==> src/rtl/spp_defs.vh <==
/*
 Shared constants of the six-bit pin port: register offsets, reset
 values, field positions and variant codes.
 Assumes inclusion by bare name from the design files under rtl/.
*/
`ifndef SPP_DEFS_VH
`define SPP_DEFS_VH

// Register offsets on the plain register port
`define SPP_ADDR_W        4
`define SPP_OFF_LEVEL     4'h0
`define SPP_OFF_DIR       4'h1
`define SPP_OFF_LATCH     4'h2
`define SPP_OFF_ANALOG    4'h3
`define SPP_OFF_OPEN      4'h4
`define SPP_OFF_SLEW      4'h5
`define SPP_OFF_THRESH    4'h6

// Port geometry
`define SPP_NPINS         6
`define SPP_IN_ONLY_PIN   3

// Reset values, six bits wide
`define SPP_RST_DIR       6'h3f
`define SPP_RST_LATCH     6'h00
`define SPP_RST_ANALOG    6'h17
`define SPP_RST_OPEN      6'h00
`define SPP_RST_SLEW      6'h3f
`define SPP_RST_THRESH    6'h00

// Pins that can be analog; others hold analog select at zero
`define SPP_ANALOG_MASK   6'h17
// Pin 3 direction always reads as input
`define SPP_DIR_FORCE     6'h08

// Pin steering select bits
`define SPP_STEER_CAP1    0
`define SPP_STEER_CAP2    1
`define SPP_STEER_WAVB    5
`define SPP_STEER_WAVA    6

// Package variant: 0 small eight-pin, 1 fourteen-pin
`define SPP_VAR_8PIN      1'b0
`define SPP_VAR_14PIN     1'b1

`endif

==> src/rtl/spp_port.v <==
/*
 Six-bit general purpose port with per-pin direction, latch,
 open-drain, slew, threshold and analog select, plus the fixed
 output priority multiplexer.
 Assumes a single clock, pads that resolve wire levels from the
 enables, and a register master per the plain strobe port.
*/
// Contract
// Six bidirectional pins, each with its own control bits.
// Direction bit one disables the pin driver.
// Direction bit zero drives the selected value, latch by default.
// Pin 3 is input-only; its direction reads back as one.
// Level register reads pins; writes go to the latch.
// Port writes are read-modify-write into the latch.
// Software keeps analog pins set as inputs.
// Analog-selected pins read zero digitally.
// Open-drain pins drive low only, release for one.
// Cleared open-drain bit gives push-pull drive.
// Slew bit set limits pad slew; cleared gives full rate.
// Threshold bit selects Schmitt or TTL input levels.
// Software changes thresholds only with peripherals disabled.
// Analog select does not affect digital output.
// Analog select bits set after reset.
// Highest-priority enabled function owns the pin; latch lowest.
// Peripheral outputs drive pins even in analog mode.
// Eight-pin variant priority chains per pin.
// Fourteen-pin variant priority chains per pin.
// Steering moves functions without touching direction bits.
// Latch register reads latch contents, not pins.
// Direction bits reset to one, all inputs.
// Enable only when direction zero; value from priority mux.
`timescale 1ns/100ps
`include "spp_defs.vh"

module spp_port (
	input  wire                   clk,
	input  wire                   rstn,
	input  wire                   variant,
	input  wire [`SPP_ADDR_W-1:0] reg_addr,
	input  wire [7:0]             reg_wdata,
	input  wire                   reg_wr,
	input  wire                   reg_rd,
	output reg  [7:0]             reg_rdata,
	input  wire [7:0]             pin_steering_control,
	input  wire [5:0]             pad_in,
	output reg  [5:0]             pad_out,
	output reg  [5:0]             pad_oe,
	output reg  [5:0]             pad_slew_limit,
	output reg  [5:0]             pad_ttl_level,
	output reg  [5:0]             pin_level_port,
	input  wire                   dac_output,
	input  wire                   dac_output_en,
	input  wire                   waveform_out_a,
	input  wire                   waveform_out_a_en,
	input  wire                   waveform_out_b,
	input  wire                   waveform_out_b_en,
	input  wire                   capture_pwm1_out,
	input  wire                   capture_pwm1_out_en,
	input  wire                   capture_pwm2_out,
	input  wire                   capture_pwm2_out_en,
	input  wire                   zero_cross_output,
	input  wire                   zero_cross_output_en,
	input  wire                   comparator_output,
	input  wire                   comparator_output_en,
	input  wire                   clock_output_function,
	input  wire                   clock_output_function_en
);

	// Control registers
	reg  [5:0] pin_direction_bits_q;
	reg  [5:0] output_latch_q;
	reg  [5:0] analog_mode_select_q;
	reg  [5:0] open_drain_select_q;
	reg  [5:0] slew_limit_select_q;
	reg  [5:0] input_threshold_select_q;
	reg  [7:0] rdata_d;

	wire [5:0] mux_value;
	wire [5:0] oe_d;
	wire [5:0] out_d;
	wire [5:0] dig_in;

	// Direction with the input-only pin forced high
	function [5:0] dir_view;
		input [5:0] raw;
		begin
			dir_view = raw | `SPP_DIR_FORCE;
		end
	endfunction

	// Read-modify-write merge: pin levels, addressed bits replaced.
	// A whole-byte write replaces every bit, so pins read back only
	// matter when the master writes a subset; with a byte port all
	// six are addressed, which keeps the latch exactly the data.
	function [5:0] rmw_merge;
		input [5:0] pins;
		input [5:0] data;
		input [5:0] mask;
		begin
			rmw_merge = (pins & ~mask) | (data & mask);
		end
	endfunction

	spp_out_mux u_mux (
		.variant                  (variant),
		.pin_steering_control     (pin_steering_control),
		.output_latch             (output_latch_q),
		.dac_output               (dac_output),
		.dac_output_en            (dac_output_en),
		.waveform_out_a           (waveform_out_a),
		.waveform_out_a_en        (waveform_out_a_en),
		.waveform_out_b           (waveform_out_b),
		.waveform_out_b_en        (waveform_out_b_en),
		.capture_pwm1_out         (capture_pwm1_out),
		.capture_pwm1_out_en      (capture_pwm1_out_en),
		.capture_pwm2_out         (capture_pwm2_out),
		.capture_pwm2_out_en      (capture_pwm2_out_en),
		.zero_cross_output        (zero_cross_output),
		.zero_cross_output_en     (zero_cross_output_en),
		.comparator_output        (comparator_output),
		.comparator_output_en     (comparator_output_en),
		.clock_output_function    (clock_output_function),
		.clock_output_function_en (clock_output_function_en),
		.pin_value                (mux_value)
	);

	spp_pad_ctl u_pad (
		.dir_bits    (dir_view(pin_direction_bits_q)),
		.drive_value (mux_value),
		.open_bits   (open_drain_select_q),
		.analog_bits (analog_mode_select_q),
		.pad_in      (pad_in),
		.pad_oe      (oe_d),
		.pad_out     (out_d),
		.dig_in      (dig_in)
	);

	// Register writes; reset puts every pin in input mode and pins 0, 1, 2 and 4 in analog mode
	always @(posedge clk or negedge rstn) begin
		if (!rstn) begin
			pin_direction_bits_q     <= `SPP_RST_DIR;
			output_latch_q           <= `SPP_RST_LATCH;
			analog_mode_select_q     <= `SPP_RST_ANALOG;
			open_drain_select_q      <= `SPP_RST_OPEN;
			slew_limit_select_q      <= `SPP_RST_SLEW;
			input_threshold_select_q <= `SPP_RST_THRESH;
		end else if (reg_wr) begin
			case (reg_addr)
			`SPP_OFF_LEVEL:
				output_latch_q <= rmw_merge(dig_in, reg_wdata[5:0], 6'h3f);
			`SPP_OFF_LATCH:
				output_latch_q <= reg_wdata[5:0];
			`SPP_OFF_DIR:
				pin_direction_bits_q <= reg_wdata[5:0] | `SPP_DIR_FORCE;
			`SPP_OFF_ANALOG:
				analog_mode_select_q <= reg_wdata[5:0] & `SPP_ANALOG_MASK;
			`SPP_OFF_OPEN:
				open_drain_select_q <= reg_wdata[5:0];
			`SPP_OFF_SLEW:
				slew_limit_select_q <= reg_wdata[5:0];
			`SPP_OFF_THRESH:
				input_threshold_select_q <= reg_wdata[5:0];
			default: ;
			endcase
		end
	end

	// Read decode; unmapped offsets read zero
	always @* begin
		rdata_d = 8'h00;
		case (reg_addr)
		`SPP_OFF_LEVEL:  rdata_d = {2'b00, dig_in};
		`SPP_OFF_DIR:    rdata_d = {2'b00, dir_view(pin_direction_bits_q)};
		`SPP_OFF_LATCH:  rdata_d = {2'b00, output_latch_q};
		`SPP_OFF_ANALOG: rdata_d = {2'b00, analog_mode_select_q};
		`SPP_OFF_OPEN:   rdata_d = {2'b00, open_drain_select_q};
		`SPP_OFF_SLEW:   rdata_d = {2'b00, slew_limit_select_q};
		`SPP_OFF_THRESH: rdata_d = {2'b00, input_threshold_select_q};
		default:         rdata_d = 8'h00;
		endcase
	end

	// Read data stands one cycle after the strobe only
	always @(posedge clk or negedge rstn) begin
		if (!rstn)
			reg_rdata <= 8'h00;
		else if (reg_rd)
			reg_rdata <= rdata_d;
		else
			reg_rdata <= 8'h00;
	end

	// Registered pad controls: one cycle behind the settings, which
	// keeps every output glitch-free at the cost of a cycle of lag
	always @(posedge clk or negedge rstn) begin
		if (!rstn) begin
			pad_oe         <= 6'h00;
			pad_out        <= 6'h00;
			pad_slew_limit <= `SPP_RST_SLEW;
			pad_ttl_level  <= `SPP_RST_THRESH;
			pin_level_port <= 6'h00;
		end else begin
			pad_oe         <= oe_d;
			pad_out        <= out_d;
			pad_slew_limit <= slew_limit_select_q;
			pad_ttl_level  <= input_threshold_select_q;
			pin_level_port <= dig_in;
		end
	end

endmodule // spp_port

==> src/rtl/spp_out_mux.v <==
/*
 Fixed output priority multiplexer for the six pins.
 Assumes peripheral outputs and enables are synchronous levels and
 that the steering byte is held stable by its owner.
*/
`timescale 1ns/100ps
`include "spp_defs.vh"

module spp_out_mux (
	input  wire       variant,
	input  wire [7:0] pin_steering_control,
	input  wire [5:0] output_latch,
	input  wire       dac_output,
	input  wire       dac_output_en,
	input  wire       waveform_out_a,
	input  wire       waveform_out_a_en,
	input  wire       waveform_out_b,
	input  wire       waveform_out_b_en,
	input  wire       capture_pwm1_out,
	input  wire       capture_pwm1_out_en,
	input  wire       capture_pwm2_out,
	input  wire       capture_pwm2_out_en,
	input  wire       zero_cross_output,
	input  wire       zero_cross_output_en,
	input  wire       comparator_output,
	input  wire       comparator_output_en,
	input  wire       clock_output_function,
	input  wire       clock_output_function_en,
	output reg  [5:0] pin_value
);

	// Steering moves a function; the unselected pin never sees it, except capture_pwm2_out on pin 0 of the eight-pin variant
	wire wa_alt = pin_steering_control[`SPP_STEER_WAVA];
	wire wb_alt = pin_steering_control[`SPP_STEER_WAVB];
	wire c1_alt = pin_steering_control[`SPP_STEER_CAP1];
	wire c2_alt = pin_steering_control[`SPP_STEER_CAP2];

	// Priority chains, highest first, latch last; no analog gating
	always @* begin
		pin_value = output_latch;
		if (variant == `SPP_VAR_8PIN) begin
			if (dac_output_en)
				pin_value[0] = dac_output;
			else if (waveform_out_b_en && !wb_alt)
				pin_value[0] = waveform_out_b;
			else if (capture_pwm2_out_en)
				pin_value[0] = capture_pwm2_out;
			if (zero_cross_output_en)
				pin_value[1] = zero_cross_output;
			if (waveform_out_a_en && !wa_alt)
				pin_value[2] = waveform_out_a;
			else if (comparator_output_en)
				pin_value[2] = comparator_output;
			else if (capture_pwm1_out_en && !c1_alt)
				pin_value[2] = capture_pwm1_out;
			if (clock_output_function_en)
				pin_value[4] = clock_output_function;
			else if (waveform_out_b_en && wb_alt)
				pin_value[4] = waveform_out_b;
			if (waveform_out_a_en && wa_alt)
				pin_value[5] = waveform_out_a;
			else if (capture_pwm1_out_en && c1_alt)
				pin_value[5] = capture_pwm1_out;
		end else begin
			if (dac_output_en)
				pin_value[0] = dac_output;
			if (zero_cross_output_en)
				pin_value[1] = zero_cross_output;
			if (comparator_output_en)
				pin_value[2] = comparator_output;
			if (clock_output_function_en)
				pin_value[4] = clock_output_function;
			// Default pin of this function is on the other port
			if (capture_pwm2_out_en && c2_alt)
				pin_value[5] = capture_pwm2_out;
		end
	end

endmodule // spp_out_mux

==> src/rtl/spp_pad_ctl.v <==
/*
 Per-pin pad control: output enable, open-drain release,
 and the digital input path with analog gating.
 Assumes the pad reports its level already resolved by the chosen
 input threshold.
*/
`timescale 1ns/100ps
`include "spp_defs.vh"

module spp_pad_ctl (
	input  wire [5:0] dir_bits,
	input  wire [5:0] drive_value,
	input  wire [5:0] open_bits,
	input  wire [5:0] analog_bits,
	input  wire [5:0] pad_in,
	output reg  [5:0] pad_oe,
	output reg  [5:0] pad_out,
	output reg  [5:0] dig_in
);

	integer i;

	// Driver and input buffer for each pin
	always @* begin
		pad_oe  = 6'h00;
		pad_out = 6'h00;
		dig_in  = 6'h00;
		for (i = 0; i < `SPP_NPINS; i = i + 1) begin
			if (i != `SPP_IN_ONLY_PIN && !dir_bits[i]) begin
				if (open_bits[i]) begin
					pad_oe[i]  = !drive_value[i];
					pad_out[i] = 1'b0;
				end else begin
					pad_oe[i]  = 1'b1;
					pad_out[i] = drive_value[i];
				end
			end
			// Analog disables the buffer, output is untouched
			dig_in[i] = pad_in[i] & ~analog_bits[i];
		end
	end

endmodule // spp_pad_ctl

==> config.mk <==
export PLATFORM = sky130hd
export DESIGN_NAME = spp_port
export DESIGN_NICKNAME = d
export VERILOG_FILES = /design/src/rtl/spp_port.v /design/src/rtl/spp_out_mux.v /design/src/rtl/spp_pad_ctl.v
export VERILOG_INCLUDE_DIRS = /design/src /design/src/rtl
export SDC_FILE = /design/constraint.sdc
export NUM_CORES = 1
export LEC_CHECK = 0
export ABC_AREA = 1
export BUFFER_PORTS_ARGS = -buffer_cell sky130_fd_sc_hd__buf_2
export CORE_MARGIN = 2
export CORE_UTILIZATION = 45
export CTS_CLUSTER_SIZE = 40
export DETAILED_ROUTE_END_ITERATION = 6
export PLACE_DENSITY = 0.78
export RECOVER_POWER = 100
export SETUP_SLACK_MARGIN = 0.4
export SYNTH_ARGS = -nofsm -noshare
export SYNTH_HDL_FRONTEND = slang
export SYNTH_SLANG_ARGS = --single-unit
export TNS_END_PERCENT = 10
==> constraint.sdc <==
create_clock -name clk -period 1.3 [get_ports clk]
set_clock_uncertainty 0.05 [all_clocks]
set_input_delay 0 -clock clk [delete_from_list [all_inputs] [get_ports clk]]
set_output_delay 0 -clock clk [all_outputs]
set_load 0.02 [all_outputs]
Word level (Yosys, flattened, before mapping)
Cells that the tools add are included.
{"block": "totals", "register_bits": 69, "inputBits": 47, "elab_cells": 88}
{"block": "classes", "eq_ne": 6, "mux": 39, "bitwise": 8, "n_reduce_logical": 23}
{"cell": "$pmux 6 s7", "count": 1}
{"cell": "$mux 1", "count": 35}
{"cell": "$eq 4x3->1 const B", "count": 3}
{"cell": "$reduce_and 2->1", "count": 6}
{"cell": "$eq 4x2->1 const B", "count": 2}
{"cell": "$logic_not 1->1", "count": 8}
{"cell": "$mux 8", "count": 1}
{"cell": "$logic_and 1x1->1", "count": 7}
{"cell": "$and 1x1->1", "count": 4}
{"cell": "$eq 4x1->1 const B", "count": 1}
{"cell": "$logic_not 4->1", "count": 1}
{"cell": "$not 1->1", "count": 4}
{"cell": "$mux 3", "count": 1}
{"cell": "$mux 2", "count": 1}
{"cell": "$reduce_or 2->1", "count": 1}

Longest topological paths before layout
{"block": "logic_depth", "depth_word": 9, "depth_mapped": 9, "depth_no_buf": 9}

Modules after synthesis
Synthesis repeated with hierarchy kept, for this count alone.
{"block": "hier_totals", "cells_unflattened": 341, "hier_area_um2": 3091.7}
{"module": "spp_port", "n_inst": 1, "cells_per_inst": 252, "area_per_inst_um2": 2690.1, "seq_area_each_um2": 1752.9}
{"module": "spp_out_mux", "n_inst": 1, "cells_per_inst": 54, "area_per_inst_um2": 244.0, "seq_area_each_um2": 0.0}
{"module": "spp_pad_ctl", "n_inst": 1, "cells_per_inst": 35, "area_per_inst_um2": 157.7, "seq_area_each_um2": 0.0}

Worst setup path before layout
Ideal clock, no wire load.
{"block": "synth_path", "path_type": "register -> register", "startpoint": "reg analog_mode_select_q[0]", "endpoint": "reg reg_rdata[0]", "setup_time_ns": 0.124, "arrival_time_ns": 0.793, "t_required_ns": 1.126, "path_slack_ns": 0.333, "stages_incl_launch_ff": 6, "n_path_buf": 0, "period_less_slack_ns": 0.967, "path_cell_list": "dfstp_2 -> nor2_1 -> nand3_1 -> nand2_1 -> nor2_1 -> a21oi_1"}
{"block": "synth_via", "elab_chain_len": 4}
{"item": "start, declared", "line": "spp_port.v:72", "rtl": "reg [5:0] analog_mode_select_q;"}
{"item": "start signal, assigned", "line": "spp_port.v:143", "rtl": "analog_mode_select_q <= `SPP_RST_ANALOG;"}
{"item": "start signal, assigned", "line": "spp_port.v:156", "rtl": "analog_mode_select_q <= reg_wdata[5:0] & `SPP_ANALOG_MASK;"}
{"item": "$not 1->1", "line": "spp_pad_ctl.v:39", "rtl": "dig_in[i] = pad_in[i] & ~analog_bits[i];"}
{"item": "$and 1x1->1", "line": "spp_pad_ctl.v:39"}
{"item": "net dig_in[0]", "line": "spp_port.v:81", "rtl": "wire [5:0] dig_in;"}
{"item": "$pmux 6 s7", "line": "spp_port.v:171", "rtl": "case (reg_addr)"}
{"item": "$mux 8", "line": "spp_port.v:187", "rtl": "else if (reg_rd)"}
{"item": "end signal, assigned", "line": "spp_port.v:188", "rtl": "reg_rdata <= rdata_d;"}
{"item": "end, declared", "line": "spp_port.v:43", "rtl": "output reg [7:0] reg_rdata,"}
The timed path passes the listed nets, and every way through them passes these cells.
A chain may end at the register's enable or synchronous reset.

Final worst setup path
{"block": "layout_path", "startpoint": "reg pad_slew_limit[3]", "endpoint": "out pad_slew_limit[3]"}
{"item": "start, declared", "line": "spp_port.v:48", "rtl": "output reg [5:0] pad_slew_limit,"}
{"item": "start signal, assigned", "line": "spp_port.v:199", "rtl": "pad_slew_limit <= `SPP_RST_SLEW;"}
{"item": "start signal, assigned", "line": "spp_port.v:205", "rtl": "pad_slew_limit <= slew_limit_select_q;"}
No word-level cell between the ends.

==> flow_metrics.tcl <==
set metrics [dict create \
    p_clk_share_pct 33.1 \
    drc 0 \
    coreArea_mm2 0.00639 \
    syn-cell-area_mm2 0.00299 \
    dr_total_vias 2625 \
    rr_worst_depth 4 \
    area_growth_pct 30.3 \
    p_per_area_mw_per_mm2 1510 \
    hpwl_um 4770 \
    synth.most_common_cell "nand2_1" \
    wl_met2_um 3520 \
    setup_viol 0 \
    ir_worst_vdd_uv 888 \
    rsz0062_at_grt "true" \
    swShare_pct 30.1 \
    ant_nets 0 \
    gp_congestion 0.869 \
    initial_core_util_pct 46.7 \
    synth_area_leaders "dfrtp_1 39%, dfstp_2 18%, nand2_1 9.9%" \
    ys_async_sr_fraction_pct 100 \
    wl_met1_um 3080 \
    fp.dieH_um 85.5 \
    critPathKind "register to output pin" \
    antenna_found_initial 0 \
    cp-end-kind "output pin" \
    hold_viol_final 0 \
    max_freq_mhz 876 \
    cts_max_path_buffers 2 \
    cp_max_fo 1 \
    comb_power_share_pct 19.7 \
    top_layer "met4" \
    num_rows 29 \
    hold_path.class "input port to register" \
    wl_met3_um 461 \
    drv_slew 0 \
    cp-start-kind "register" \
    yosysWarnings 0 \
    fin_cells 527 \
    worstPathArrival_ns 1.09 \
    final.min_clock_period_ns 1.14 \
    yosysSeqAreaShare_pct 57.0 \
    place_inst 482 \
    ys_top_cells_by_count "79 x nand2_1, 46 x dfrtp_1, 36 x inv_1, 36 x nand3_1, 23 x nor2_1" \
    die-area_mm2 0.00730 \
    slew_headroom_pct 64.8 \
    cts.htree.levels 3 \
    worst-path-buf-inv 1 \
    synthFlopType "dfrtp_1" \
    antennaDiodeCount 0 \
    drv_cap 0 \
    cpMaxStageDelayCell "dfstp_2" \
    final_core_util_pct 60.9 \
    initialDrtViolationCount 221 \
    worstPathRequired_ns 1.25 \
    p_int_mw 4.10 \
    status "completed" \
    ios 85 \
    viasPerCell 4.98 \
    timing.hold.ws_ns 0.0203 \
    yosys.area.top_type "dfrtp_1" \
    cts.sinks 67 \
    p_leak_nw 1.93 \
    hold_depth 5 \
    wl_um 7180 \
    netSwitchingPower_mw 1.77 \
    avgSynthCellArea_um2 9.05 \
    fin_nets 492 \
    slowest_delay_ns 0.52 \
    grt_start_max_net_pins 68 \
    clk_pin_slew_ns 0.08 \
    firstDrtPassIters 5 \
    grt_pass1_wl_um 12000 \
    crit_cells 1 \
    synthDominantCellAreaShare_pct 38.6 \
    grt-ovfl-total 0 \
    cts_buffers 9 \
    yosys.cell_types.count 28 \
    insertion_delay_ns 0.35 \
    synth-seq-cells 67 \
    synth_cells 330 \
    cp_top_family "flip-flops" \
    tns_ns 0 \
    wl_per_cell_um 13.6 \
    grt_pass1_vias 2551 \
    pwr-share-seq_pct 47.2 \
    path_cells "clkbuf_1" \
    cts_root_buffer "clkbuf_8" \
    port-buffer-count 74 \
    tritoncts "done" \
    grt_util_all_layers_pct 21.3 \
    tightest_slew_ns 0.527 \
    drive_gt1_share_pct 22.2 \
    die_x_um 85.5 \
    fin_crit_sh_pct 87.8 \
    synth_edf_count 0 \
]
[power groups by stage]
stage | Sequential, mW | Combinational [mW] | Clock, mW
CTS | 2.79 | 1.26 | 1.98
finish | 2.77 | 1.16 | 1.94
floorplan | 3.00 | 0.480 | 0
detailed placement | 2.82 | 1.10 | 0
global route | 2.82 | 1.29 | 2.08
global placement | 2.82 | 1.07 | 0
[cells by family after synthesis]
logic type	after synthesis	synth area share [%]
mux	1	0.335
buf+inv	52	8.09
flops	67	57.0
simple gates	157	24.1
compound gates	52	10.4
other cells	1	0.126
[worst paths after layout]
kind,slack [ns],endpoint,start
setup / recovery,0.16,pad_slew_limit[3],pad_slew_limit[3]
hold / removal,0.02,pad_out[2],comparator_output_en
setup reg to reg,0.18,reg_rdata[2],slew_limit_select_q[2]
hold reg to reg,0.35,pad_slew_limit[1],slew_limit_select_q[1]
max in group asynchronous,0.68,analog_mode_select_q[1],rstn
min in group asynchronous,0.19,pad_oe[0],rstn
[placed cells by master, fill, tap and decap left out, types with 6 or more instances in the layout]
cell type / netlist / final
buf_2: 3 / 36
clkbuf_8: 0 / 10
nand2_1: 79 / 81
buf_4: 5 / 13
clkbuf_1: 0 / 37
dfstp_1: 0 / 12
dfstp_2: 21 / 9
dfrtp_1: 46 / 46
dlygate4sd3_1: 0 / 23
o21ai_0: 21 / 32
nor2_1: 23 / 23
nand3_1: 36 / 35
o21ai_2: 12 / 8
inv_1: 36 / 37
a21oi_1: 6 / 6
[final cells by class]
class                           instances  area, µm²
Fill cell                             577       2490
Sequential cell                        67       1700
Multi-Input combinational cell        214       1030
Timing Repair Buffer                  112        683
Inverter                               41        155
Clock buffer                           10        138
Tap cell                               77       96.3
Clock inverter                          6       88.8
[flip-flops by register name, summed over array words and instances, names as in the netlist]
signal,count
analog_mode_select_q,4
pad_oe,5
input_threshold_select_q,6
open_drain_select_q,6
pad_out,5
pin_level_port,6
pin_direction_bits_q,5
pad_slew_limit,6
slew_limit_select_q,6
reg_rdata,6
output_latch_q,6
pad_ttl_level,6
[repair_timing]
item | in CTS | in global routing
pin swaps | 1 | 5
gates resized for setup | 17 | 5
hold buffers | 23 | 0
setup endpoints to repair | 49 | 54
setup buffers | 4 | 2
endpoints found under the hold margin | 113 | 0
[metal layers]
metal	global-route usage [%]	vias to the layer above
li1	-	1279
met1	28.1	1239
met2	33.6	93
met3	5.25	14
met4	9.09	0
met5	0	-
[through the flow]
| step | setup slack [ns] | power, mW | instance area (µm²) |
|---|---|---|---|
| 2_1_floorplan | 0.333 | 3.48 | 3000 |
| 6_report | 0.158 | 5.87 | 3890 |
| 3_3_place_gp | 0.169 | 3.89 | 3460 |
| 3_5_place_dp | 0.144 | 3.93 | 3460 |
| 5_1_grt | 0.0948 | 6.19 | 3890 |
| 4_1_cts | 0.244 | 6.03 | 3990 |
No activity file was read; power rests on OpenSTA's default activity.
